`src/verilog/dfp_cfg.svh`:
```
// offsets, field positions, reset values and counts for the dual fast pwm
`ifndef DFP_CFG_SVH
`define DFP_CFG_SVH
`define DFP_IDX_CTRL    6'h0c
`define DFP_IDX_DUTY0   6'h0d
`define DFP_IDX_DUTY1   6'h0e
`define DFP_IDX_STAT    6'h0f
`define DFP_POS_MODE    0
`define DFP_POS_RUN     3
`define DFP_POS_EN0     6
`define DFP_POS_EN1     7
`define DFP_CTRL_RST    8'h00
`define DFP_CTRL_MASK   8'hcb
`define DFP_DUTY_RST    8'h00
`define DFP_LAST_M8     8'hff
`define DFP_LAST_M7     8'h7f
`define DFP_LAST_M6     8'h3f
`define DFP_RESP_OKAY   2'b00
`define DFP_RESP_SLVERR 2'b10
`endif

```
`src/verilog/dfp_pkg.sv`:
```
// types shared by the dual fast pwm modules
`default_nettype none
package dfp_pkg;
  typedef enum logic [1:0] {
    DFP_M8   = 2'b00,
    DFP_M7   = 2'b01,
    DFP_M6   = 2'b10,
    DFP_MRSV = 2'b11
  } dfp_mode_e;
  typedef enum logic [1:0] {
    DFP_W_IDLE = 2'b01,
    DFP_W_RESP = 2'b10
  } dfp_wst_e;
  typedef struct packed {
    logic      en1;
    logic      en0;
    logic [1:0] rsv_hi;
    logic      run;
    logic      rsv_lo;
    dfp_mode_e mode;
  } dfp_ctrl_s;
  typedef struct packed {
    logic       wr;
    logic [5:0] idx;
    logic [7:0] data;
  } dfp_wr_s;
endpackage
`default_nettype wire

```
`src/verilog/dfp_top.sv`:
```
// dual fast pwm: register file, shared counter and two channels
//
// Local design decision: the AXI4-Lite slave port.
`timescale 1ns/100ps
`default_nettype none
`include "dfp_cfg.svh"
module dfp_top #(
  parameter int AW = 8,
  parameter int DW = 8,
  parameter int NCH = 2
) (
  // clock, reset, enable
  input  wire logic            aclk,
  input  wire logic            aresetn,
  input  wire logic            ce,
  // axi4-lite write address
  input  wire logic            s_axi_awvalid,
  output logic                 s_axi_awready,
  input  wire logic [AW-1:0]   s_axi_awaddr,
  input  wire logic [2:0]      s_axi_awprot,
  // axi4-lite write data
  input  wire logic            s_axi_wvalid,
  output logic                 s_axi_wready,
  input  wire logic [31:0]     s_axi_wdata,
  input  wire logic [3:0]      s_axi_wstrb,
  // axi4-lite write response
  output logic                 s_axi_bvalid,
  input  wire logic            s_axi_bready,
  output logic [1:0]           s_axi_bresp,
  // axi4-lite read address
  input  wire logic            s_axi_arvalid,
  output logic                 s_axi_arready,
  input  wire logic [AW-1:0]   s_axi_araddr,
  input  wire logic [2:0]      s_axi_arprot,
  // axi4-lite read data
  output logic                 s_axi_rvalid,
  input  wire logic            s_axi_rready,
  output logic [31:0]          s_axi_rdata,
  output logic [1:0]           s_axi_rresp,
  // pwm pins, active low pulses
  output logic                 pwm_out_ch0,
  output logic                 pwm_out_ch1
);
  import dfp_pkg::*;

  // the register layout holds exactly eight duty bits and two channels
  if (DW != 8) begin : g_dw_chk
    $error("dfp_top: DW must be 8");
  end
  if (NCH != 2) begin : g_nch_chk
    $error("dfp_top: NCH must be 2");
  end

  // write strobe from the bus front end
  dfp_wr_s         wr;
  logic [AW-3:0]   rd_idx;
  logic [31:0]     rd_data;
  logic            rd_hit;
  logic            wr_hit;

  // control, duty and timing state
  dfp_ctrl_s       ctrl_reg;
  dfp_ctrl_s       ctrl_next;
  logic [DW-1:0]   duty_reg [NCH];
  logic [DW-1:0]   act_reg  [NCH];
  logic [7:0]      cnt_reg;
  logic [7:0]      cnt_next;
  logic [1:0]      phase_reg;
  logic [1:0]      phase_next;
  logic [7:0]      cnt_last;
  logic [NCH-1:0]  pin;
  logic [NCH-1:0]  en_vec;

  // protection bits and upper strobes carry no meaning here
  wire             unused_ok = &{1'b0, s_axi_awprot, s_axi_arprot,
                                 s_axi_wstrb[3:1], s_axi_wdata[31:8]};

  // bus front end
  dfp_axil_slave #(
    .AW      (AW)
  ) u_bus (
    .aclk    (aclk),
    .aresetn (aresetn),
    .ce      (ce),
    .awvalid (s_axi_awvalid),
    .awready (s_axi_awready),
    .awaddr  (s_axi_awaddr),
    .wvalid  (s_axi_wvalid),
    .wready  (s_axi_wready),
    .wdata   (s_axi_wdata[7:0]),
    .wstrb0  (s_axi_wstrb[0]),
    .bvalid  (s_axi_bvalid),
    .bready  (s_axi_bready),
    .bresp   (s_axi_bresp),
    .arvalid (s_axi_arvalid),
    .arready (s_axi_arready),
    .araddr  (s_axi_araddr),
    .rvalid  (s_axi_rvalid),
    .rready  (s_axi_rready),
    .rdata   (s_axi_rdata),
    .rresp   (s_axi_rresp),
    .wr      (wr),
    .wr_hit  (wr_hit),
    .rd_idx  (rd_idx),
    .rd_data (rd_data),
    .rd_hit  (rd_hit)
  );

  // write address decode; the index from address bits 7:2 must match, higher address bits are not decoded
  wire             wr_top_zero = (wr.idx[5:4] == 2'b00);
  wire             wr_ctrl     = wr.wr & (wr.idx == `DFP_IDX_CTRL);
  wire             wr_duty0    = wr.wr & (wr.idx == `DFP_IDX_DUTY0);
  wire             wr_duty1    = wr.wr & (wr.idx == `DFP_IDX_DUTY1);
  wire             hit_ctrl_w  = (wr.idx == `DFP_IDX_CTRL);
  wire             hit_duty0_w = (wr.idx == `DFP_IDX_DUTY0);
  wire             hit_duty1_w = (wr.idx == `DFP_IDX_DUTY1);
  wire             hit_stat_w  = (wr.idx == `DFP_IDX_STAT);
  assign wr_hit = wr_top_zero & (hit_ctrl_w | hit_duty0_w | hit_duty1_w | hit_stat_w);

  // read address decode, upper index bits must be clear
  wire             rd_top_zero = (rd_idx[AW-3:4] == '0);
  wire [3:0]       rd_low      = rd_idx[3:0];
  wire             rd_ctrl     = rd_top_zero & (rd_low == `DFP_IDX_CTRL);
  wire             rd_duty0    = rd_top_zero & (rd_low == `DFP_IDX_DUTY0);
  wire             rd_duty1    = rd_top_zero & (rd_low == `DFP_IDX_DUTY1);
  wire             rd_stat     = rd_top_zero & (rd_low == `DFP_IDX_STAT);
  assign rd_hit = rd_ctrl | rd_duty0 | rd_duty1 | rd_stat;

  // read data select; unused upper bits read as zero
  wire [31:0]      rd_ctrl_w   = {24'h00_0000, ctrl_reg};
  wire [31:0]      rd_duty0_w  = {24'h00_0000, duty_reg[0]};
  wire [31:0]      rd_duty1_w  = {24'h00_0000, duty_reg[1]};
  wire [31:0]      rd_stat_w   = {22'h00_0000, phase_reg, cnt_reg};
  assign rd_data = rd_ctrl  ? rd_ctrl_w  :
                   rd_duty0 ? rd_duty0_w :
                   rd_duty1 ? rd_duty1_w :
                   rd_stat  ? rd_stat_w  : 32'h0000_0000;

  // written control value with reserved bits forced to zero
  wire dfp_ctrl_s  ctrl_in   = dfp_ctrl_s'(wr.data & `DFP_CTRL_MASK);
  // a write that takes a running counter to stop
  wire             run_fall  = wr_ctrl & ctrl_reg.run & ~ctrl_in.run;

  // control next value: stopping clears mode and enables
  always_comb begin
    if (run_fall) begin
      ctrl_next = dfp_ctrl_s'(`DFP_CTRL_RST);
    end else if (wr_ctrl) begin
      ctrl_next = ctrl_in;
    end else begin
      ctrl_next = ctrl_reg;
    end
  end

  // control register
  always_ff @(posedge aclk) begin
    if (!aresetn) begin
      ctrl_reg <= dfp_ctrl_s'(`DFP_CTRL_RST);
    end else if (ce) begin
      ctrl_reg <= ctrl_next;
    end
  end

  // last count of a period; one setting for both channels
  always_comb begin
    case (ctrl_reg.mode)
      DFP_M7:  cnt_last = `DFP_LAST_M7;
      DFP_M6:  cnt_last = `DFP_LAST_M6;
      default: cnt_last = `DFP_LAST_M8;
    endcase
  end

  // end of the current period
  wire             wrap      = (cnt_reg == cnt_last);
  // the moment a new duty value may be taken over
  wire             take_duty = ~ctrl_reg.run | wrap;

  // shared up counter and dither phase
  always_comb begin
    if (!ctrl_reg.run) begin
      cnt_next = 8'h00;
      phase_next = 2'b00;
    end else if (wrap) begin
      cnt_next = 8'h00;
      phase_next = phase_reg + 2'b01;
    end else begin
      cnt_next = cnt_reg + 8'h01;
      phase_next = phase_reg;
    end
  end

  // counter flops
  always_ff @(posedge aclk) begin
    if (!aresetn) begin
      cnt_reg <= 8'h00;
      phase_reg <= 2'b00;
    end else if (ce) begin
      cnt_reg <= cnt_next;
      phase_reg <= phase_next;
    end
  end

  // enables gathered per channel
  assign en_vec = {ctrl_reg.en1, ctrl_reg.en0};

  // per channel: software duty, active duty and waveform
  for (genvar ch = 0; ch < NCH; ch++) begin : g_ch
    wire        wr_this = (ch == 0) ? wr_duty0 : wr_duty1;

    // software-visible duty register
    always_ff @(posedge aclk) begin
      if (!aresetn) begin
        duty_reg[ch] <= `DFP_DUTY_RST;
      end else if (ce && wr_this) begin
        duty_reg[ch] <= wr.data;
      end
    end

    // active duty changes between periods while running, and every clock while stopped
    always_ff @(posedge aclk) begin
      if (!aresetn) begin
        act_reg[ch] <= `DFP_DUTY_RST;
      end else if (ce && take_duty) begin
        act_reg[ch] <= duty_reg[ch];
      end
    end

    // waveform generator
    dfp_channel u_ch (
      .aclk    (aclk),
      .aresetn (aresetn),
      .ce      (ce),
      .run     (ctrl_reg.run),
      .mode    (ctrl_reg.mode),
      .cnt     (cnt_reg),
      .phase   (phase_reg),
      .en      (en_vec[ch]),
      .duty    (act_reg[ch]),
      .pwm_out (pin[ch])
    );
  end

  // pins; high while stopped or disabled
  assign pwm_out_ch0 = pin[0] | unused_ok;
  assign pwm_out_ch1 = pin[1];
endmodule
`default_nettype wire

```
`src/verilog/dfp_axil_slave.sv`:
```
// axi4-lite slave front end for the pwm register file
`timescale 1ns/100ps
`default_nettype none
`include "dfp_cfg.svh"
module dfp_axil_slave #(
  parameter int AW = 8
) (
  // clock, reset, enable
  input  wire logic            aclk,
  input  wire logic            aresetn,
  input  wire logic            ce,
  // write channels
  input  wire logic            awvalid,
  output logic                 awready,
  input  wire logic [AW-1:0]   awaddr,
  input  wire logic            wvalid,
  output logic                 wready,
  input  wire logic [7:0]      wdata,
  input  wire logic            wstrb0,
  output logic                 bvalid,
  input  wire logic            bready,
  output logic [1:0]           bresp,
  // read channels
  input  wire logic            arvalid,
  output logic                 arready,
  input  wire logic [AW-1:0]   araddr,
  output logic                 rvalid,
  input  wire logic            rready,
  output logic [31:0]          rdata,
  output logic [1:0]           rresp,
  // register file side
  output dfp_pkg::dfp_wr_s     wr,
  input  wire logic            wr_hit,
  output logic [AW-3:0]        rd_idx,
  input  wire logic [31:0]     rd_data,
  input  wire logic            rd_hit
);
  import dfp_pkg::*;
  dfp_wst_e        wst_reg, wst_next;
  logic            aw_got_reg, w_got_reg;
  logic [AW-3:0]   widx_reg;
  logic [7:0]      wdat_reg;
  logic            wstb_reg;
  // either order of address and data, response after both
  wire             aw_hs   = awvalid & awready;
  wire             w_hs    = wvalid & wready;
  wire             aw_have = aw_got_reg | aw_hs;
  wire             w_have  = w_got_reg | w_hs;
  wire             do_wr   = aw_have & w_have & (wst_reg == DFP_W_IDLE);
  wire             ar_hs   = arvalid & arready;
  wire             rv_next = ar_hs | (rvalid & ~rready);
  wire             aw_next = aw_have & ~do_wr;
  wire             w_next  = w_have & ~do_wr;
  assign wst_next = do_wr ? DFP_W_RESP : ((bvalid & bready) ? DFP_W_IDLE : wst_reg);
  assign wr.wr    = do_wr & (w_got_reg ? wstb_reg : wstrb0);
  assign wr.idx   = aw_got_reg ? widx_reg[5:0] : awaddr[7:2];
  assign wr.data  = w_got_reg ? wdat_reg : wdata;
  assign rd_idx   = araddr[AW-1:2];
  // channel handshake flops
  always_ff @(posedge aclk) begin
    if (!aresetn) begin
      wst_reg <= DFP_W_IDLE;
      aw_got_reg <= 1'b0;
      w_got_reg <= 1'b0;
      widx_reg <= '0;
      wdat_reg <= 8'h00;
      wstb_reg <= 1'b0;
      awready <= 1'b0;
      wready <= 1'b0;
      bvalid <= 1'b0;
      bresp <= `DFP_RESP_OKAY;
      arready <= 1'b0;
      rvalid <= 1'b0;
      rdata <= 32'h0000_0000;
      rresp <= `DFP_RESP_OKAY;
    end else if (ce) begin
      wst_reg <= wst_next;
      aw_got_reg <= aw_next;
      w_got_reg <= w_next;
      if (aw_hs) widx_reg <= awaddr[AW-1:2];
      if (w_hs) wdat_reg <= wdata;
      if (w_hs) wstb_reg <= wstrb0;
      awready <= ~aw_next & (wst_next == DFP_W_IDLE);
      wready <= ~w_next & (wst_next == DFP_W_IDLE);
      bvalid <= (wst_next == DFP_W_RESP);
      if (do_wr) bresp <= wr_hit ? `DFP_RESP_OKAY : `DFP_RESP_SLVERR;
      arready <= ~rv_next;
      rvalid <= rv_next;
      if (ar_hs) rdata <= rd_hit ? rd_data : 32'h0000_0000;
      if (ar_hs) rresp <= rd_hit ? `DFP_RESP_OKAY : `DFP_RESP_SLVERR;
    end
  end
  if (AW < 8) begin : g_chk
    $error("dfp_axil_slave: AW must be at least 8");
  end
endmodule
`default_nettype wire

```
`src/verilog/dfp_channel.sv`:
```
// one pwm channel: width compare, dither and half-clock stretch
`timescale 1ns/100ps
`default_nettype none
module dfp_channel (
  // clock, reset, enable
  input  wire logic              aclk,
  input  wire logic              aresetn,
  input  wire logic              ce,
  // shared timing
  input  wire logic              run,
  input  wire dfp_pkg::dfp_mode_e mode,
  input  wire logic [7:0]        cnt,
  input  wire logic [1:0]        phase,
  // channel setup
  input  wire logic              en,
  input  wire logic [7:0]        duty,
  // pin, active low pulse
  output logic                   pwm_out
);
  import dfp_pkg::*;
  logic [7:0] width;
  logic       ext;
  logic       pos_reg;
  logic       neg_reg;
  logic       ext_reg;
  // whole-clock width and half-clock extension per mode
  always_comb begin
    case (mode)
      DFP_M7: begin
        width = {1'b0, duty[7:1]};
        ext = duty[0];
      end
      DFP_M6: begin
        width = {2'b00, duty[7:2]};
        ext = duty[1:0] > {phase[0], phase[1]};
      end
      default: begin
        width = duty;
        ext = 1'b0;
      end
    endcase
  end
  // low from period start for width clocks, high when stopped
  always_ff @(posedge aclk) begin
    if (!aresetn) begin
      pos_reg <= 1'b1;
      ext_reg <= 1'b0;
    end else if (ce) begin
      pos_reg <= ~(run & en & (cnt < width));
      ext_reg <= run & en & ext;
    end
  end
  // half-clock delayed copy stretches the low pulse by 1/2 clock
  always_ff @(negedge aclk) begin
    if (!aresetn) begin
      neg_reg <= 1'b1;
    end else if (ce) begin
      neg_reg <= pos_reg;
    end
  end
  assign pwm_out = pos_reg & (neg_reg | ~ext_reg);
endmodule
`default_nettype wire

```
`config.mk`:
```
export PLATFORM = sky130hd
export DESIGN_NAME = dfp_top
export DESIGN_NICKNAME = d
export VERILOG_FILES = /design/src/verilog/dfp_pkg.sv /design/src/verilog/dfp_top.sv /design/src/verilog/dfp_axil_slave.sv /design/src/verilog/dfp_channel.sv
export VERILOG_INCLUDE_DIRS = /design/src /design/src/verilog
export SDC_FILE = /design/constraint.sdc
export NUM_CORES = 1
export LEC_CHECK = 0
export CAP_MARGIN = 20
export CORE_MARGIN = 1.5
export CORE_UTILIZATION = 58
export DETAILED_ROUTE_END_ITERATION = 6
export DONT_BUFFER_PORTS = 1
export PLACE_DENSITY = 0.8
export SLEW_MARGIN = 5
export SYNTH_ARGS = -nofsm -noshare
export SYNTH_HDL_FRONTEND = slang
export SYNTH_SLANG_ARGS = --single-unit
```
`constraint.sdc`:
```
create_clock -name aclk -period 2.4 [get_ports aclk]
set_clock_uncertainty 0.05 [all_clocks]
set_input_delay 0.36 -clock aclk [delete_from_list [all_inputs] [get_ports aclk]]
set_output_delay 0.36 -clock aclk [all_outputs]
set_load 0.01 [all_outputs]
```
After elaboration in Yosys (flattened, before gate mapping)
Memory sizes are Yosys's and may differ from the RTL's.
Index checks and enable logic that the tools add are counted.
{"block": "totals", "ramBits": 32, "n_memories": 2, "regBits": 84, "output_inout_bits": 43}
{"block": "classes", "n_eq_ne": 15, "n_lt_le_gt_ge": 4, "bitwise_logic": 57, "mux": 37, "n_reduce_logical": 12, "n_addsub": 2}
{"memory": "act_reg", "words": 2, "word_bits": 8, "read_ports": 2, "rd_clocked_by_memory_dff": 0, "wr": 2, "line_no": "dfp_top.sv:65", "text": "logic [DW-1:0] act_reg [NCH];"}
{"memory": "duty_reg", "words": 2, "word_bits": 8, "read_ports": 2, "rd_clocked_by_memory_dff": 0, "wr": 2, "line_no": "dfp_top.sv:64", "text": "logic [DW-1:0] duty_reg [NCH];"}
{"operator": "$mux W8", "n": 9}
{"operator": "$mux W10", "n": 5}
{"operator": "$pmux W8 S2", "n": 3}
{"operator": "$and A1 B1 Y1", "n": 30}
{"operator": "$eq A6 B4 Y1 const B", "n": 4}
{"operator": "$eq A4 B4 Y1 const B", "n": 4}
{"operator": "$lt A8 B8 Y1", "n": 2}
{"operator": "$or A1 B1 Y1", "n": 16}
{"operator": "$mux W2", "n": 6}
{"operator": "$reduce_and A2 Y1", "n": 6}
{"operator": "$mux W1", "n": 11}
{"operator": "$not A1 Y1", "n": 11}
{"operator": "$add A8 B1 Y8 const B", "n": 1}
{"operator": "$eq A8 B8 Y1", "n": 1}
{"operator": "$eq A2 B1 Y1 const B", "n": 3}
{"operator": "$mux W6", "n": 1}
{"operator": "$eq A2 B2 Y1 const B", "n": 2}
{"operator": "$gt A2 B2 Y1", "n": 2}
{"operator": "$logic_not A2 Y1", "n": 2}
{"operator": "$pmux W1 S2", "n": 2}
{"operator": "$logic_and A1 B1 Y1", "n": 3}
{"operator": "$add A2 B1 Y2 const B", "n": 1}
{"operator": "$ne A2 B1 Y1 const B", "n": 1}
{"operator": "$reduce_bool A2 Y1", "n": 1}

Longest topological paths before layout
{"block": "depth", "depth_word": 11, "ltp_mapped": 11, "depth_no_buf": 10}

Modules after synthesis
From an unflattened synthesis, not the netlist that was laid out.
{"block": "hier_totals", "hier_cells": 599, "area_unflattened_um2": 5799.3}
{"mod": "dfp_axil_slave", "instances": 1, "area_each_um2": 2581.2, "cells_per_inst": 283, "seq_area_each_um2": 1161.1}
{"mod": "dfp_top", "instances": 1, "area_each_um2": 2227.1, "cells_per_inst": 186, "seq_area_each_um2": 1261.2}
{"mod": "dfp_channel", "instances": 2, "area_each_um2": 495.5, "cells_per_inst": 65, "seq_area_each_um2": 60.1}

==> results.cfg <==
[yosys]
ys_types = 62
netlist_area_um2 = 4782
synth_compound_area_share_pct = 13.84
synth_top_family_by_area = simple AND/OR/NAND/NOR gates
ys_top_cells_by_area = dfxtp_1, edfxtp_1, ha_1
ys_seq_elements = 89
synth_ff_type = dfxtp_1
synth-xor-area-share_pct = 1.648
yosysTopAreaCell = dfxtp_1
synthTopCellsByCount = dfxtp_1, nand2_1, nor2_1
muxShareOfSynthArea_pct = 8.346
postSynthCellCount = 493
synth_fa_ha_area_share_pct = 5.756
postSynthAreaPerCell_um2 = 9.700
synth_most_common_cell = dfxtp_1
ys_seq_area_share_pct = 43.96
synth.top_cell.area_share_pct = 23.86
yosysWarnings = 0
synth_async_sr_flop_share_pct = 0
synth-simple-area-share_pct = 18.60
synth_edf_count = 32

[timing]
finalSetupTns_ns = -0.3665
setup_ws_ns = -0.1838
slew-limit-headroom_pct = 55.96
rsz0062_at_grt = yes
hold_ws_ns = 0.03618
slew_violations = 0
tightest_slew_ns = 0.6598
setup_viol = 2
finalHoldViolCount = 0

[power]
ir_worst_vdd_mv = 0.3909
leakage_nw = 1.934
power_frac_seq_pct = 55.6
combPwrFrac_pct = 7.4
power_switching_uw = 717.1
power_frac_clock_pct = 37.0
p_int_mw = 2.241
power_per_cell_area_nw_per_um2 = 580.5
switching_share_pct = 24.24

[clock_tree]
cts_hold_buf = 0
cts_max_level = 3
clk_latency_ns = 0.35
clkTransAtPathRegs_ns = 0.09
cts_sinks = 89
root_buffer = clkbuf_8
clockBufferDepth = 2
numCtsBuffers = 9
tritoncts = done

[global_routing]
grt_max_degree = 28
overflow = 0
first_global_vias = 3587
grt_usage_pct = 24.44
grt_pass1_wl_mm = 16.79
antenna_found_initial = 0

[floorplanning]
die_width_um = 93.80
num_rows = 32
die_h_um = 93.80
placeableCoreArea_um2 = 7848
start_util_pct = 60.94
ios = 109
design.die.area_um2 = 8798

[drt]
wl_per_cell_um = 17.01
wirelength_mm = 10.31
drcViolationCount = 0
dr.pass1.iters = 5
dr_total_vias = 3688
vias_per_cell = 6.086
initialDrtViolationCount = 326
ant_nets = 0

[layout]
area_growth_pct = 6.567
nNetsFinal = 587
antenna_cells = 0
drive_gt1_share_pct = 11.71
fillers = 632

[placement]
dp_hpwl_mm = 7.688
gp_congestion = 0.9585
dp_slack_ns = 0.06368
io_buffers = 0

[worst_setup_path]
cp_data_arrival_time_ns = 2.17
worstSetupPathType = flop to output pin
critPathCaptureType = output pin
crit_fanout = 2
cp_data_required_time_ns = 1.99
start_kind = flop

[hold_path]
hp-class = primary input to flop

[status]
violations = negative setup slack
status = finished with violations

[flow_run]
drv_cap = 0
-- layout make-up --
| type | instances | area [µm²] | share of cell area (%) |
|---|---|---|---|
| multi-input combinational | 360 | 2414 | 47.36 |
| sequential | 89 | 2103 | 41.27 |
| timing repair buffer | 17 | 152.6 | 2.995 |
| clock buffer | 10 | 148.9 | 2.922 |
| tap | 102 | 127.6 | 2.504 |
| inverter | 20 | 80.08 | 1.571 |
| clock inverter | 8 | 70.07 | 1.375 |
-- cells in the final DEF (no fill, tap or decap), drive strengths merged, types with 9 or more instances in the layout --
cell and count:
nor3 16, ha 22, nor2 48, inv 23, buf 17, conb 24, dfxtp 57, and2 16
clkbuf 10, mux2 10, nand4 9, a21oi 31, a22oi 21, nand2 50, edfxtp 32, mux2i 17
-- power groups by stage --
stage          Combinational [mW]  Clock [mW]  Sequential, mW
2_1_floorplan               0.216     0.00783            1.66
3_3_place_gp                0.202     0.00783            1.68
6_report                    0.219        1.09            1.65
4_1_cts                     0.213        1.10            1.64
5_1_grt                     0.242        1.17            1.65
3_5_place_dp                0.209     0.00783            1.68
-- metrics by stage --
stage                     instance area [µm²]  power (mW)  std cells  utilization, %
after CTS                                5066       2.957        605           64.56
after floorplan                          4873       1.888        516               -
after global placement                   4836       1.886        586           61.62
final                                    5096       2.958        606           64.94
after global routing                     5096       3.065        606           64.94
after detailed placement                 4836       1.896        586           61.62
-- timing repair --
action,4_1_cts,5_1_grt
resized for setup,2,3
setup endpoints to repair,2,20
setup buffers,2,1
hold endpoints to repair,0,0
pin swaps,1,1
-- worst max-delay path, cell delays in order (launching register included) --
cell and delay, ns:
dfxtp_1 0.30, inv_1 0.05, a21boi_1 0.12, buf_4 0.13
-- metal layers --
layer | part of all wire (%) | GRT usage (%) | up-vias
met2 | 52 | 44.14 | 151
li1 | - | - | 1741
met5 | 0 | 0 | -
met4 | 2.1 | 8.955 | 0
met3 | 6.7 | 5.906 | 22
met1 | 39 | 27.83 | 1774
-- logic make-up after synthesis --
| family | after synthesis |
|---|---|
| simple gates | 177 |
| compound gates | 96 |
| flops | 89 |
| buf+inv | 67 |
| mux | 32 |
| fa+ha+maj | 22 |
| xor+xnor | 9 |
| other cells | 1 |
-- path summary, 6_finish.rpt --
kind	start	to	slack, ns	cells past startpoint
setup reg to reg	ctrl_reg[0]	g_ch[1].u_ch.pos_reg	0.19	10
hold / removal	aresetn	u_bus.wst_reg[0]	0.04	1
setup / recovery	g_ch[0].u_ch.neg_reg	pwm_out_ch0	-0.18	3
hold reg to reg	u_bus.wdat_reg[1]	u_bus.wdat_reg[1]	0.41	2
(Power assumes the default switching activity.)
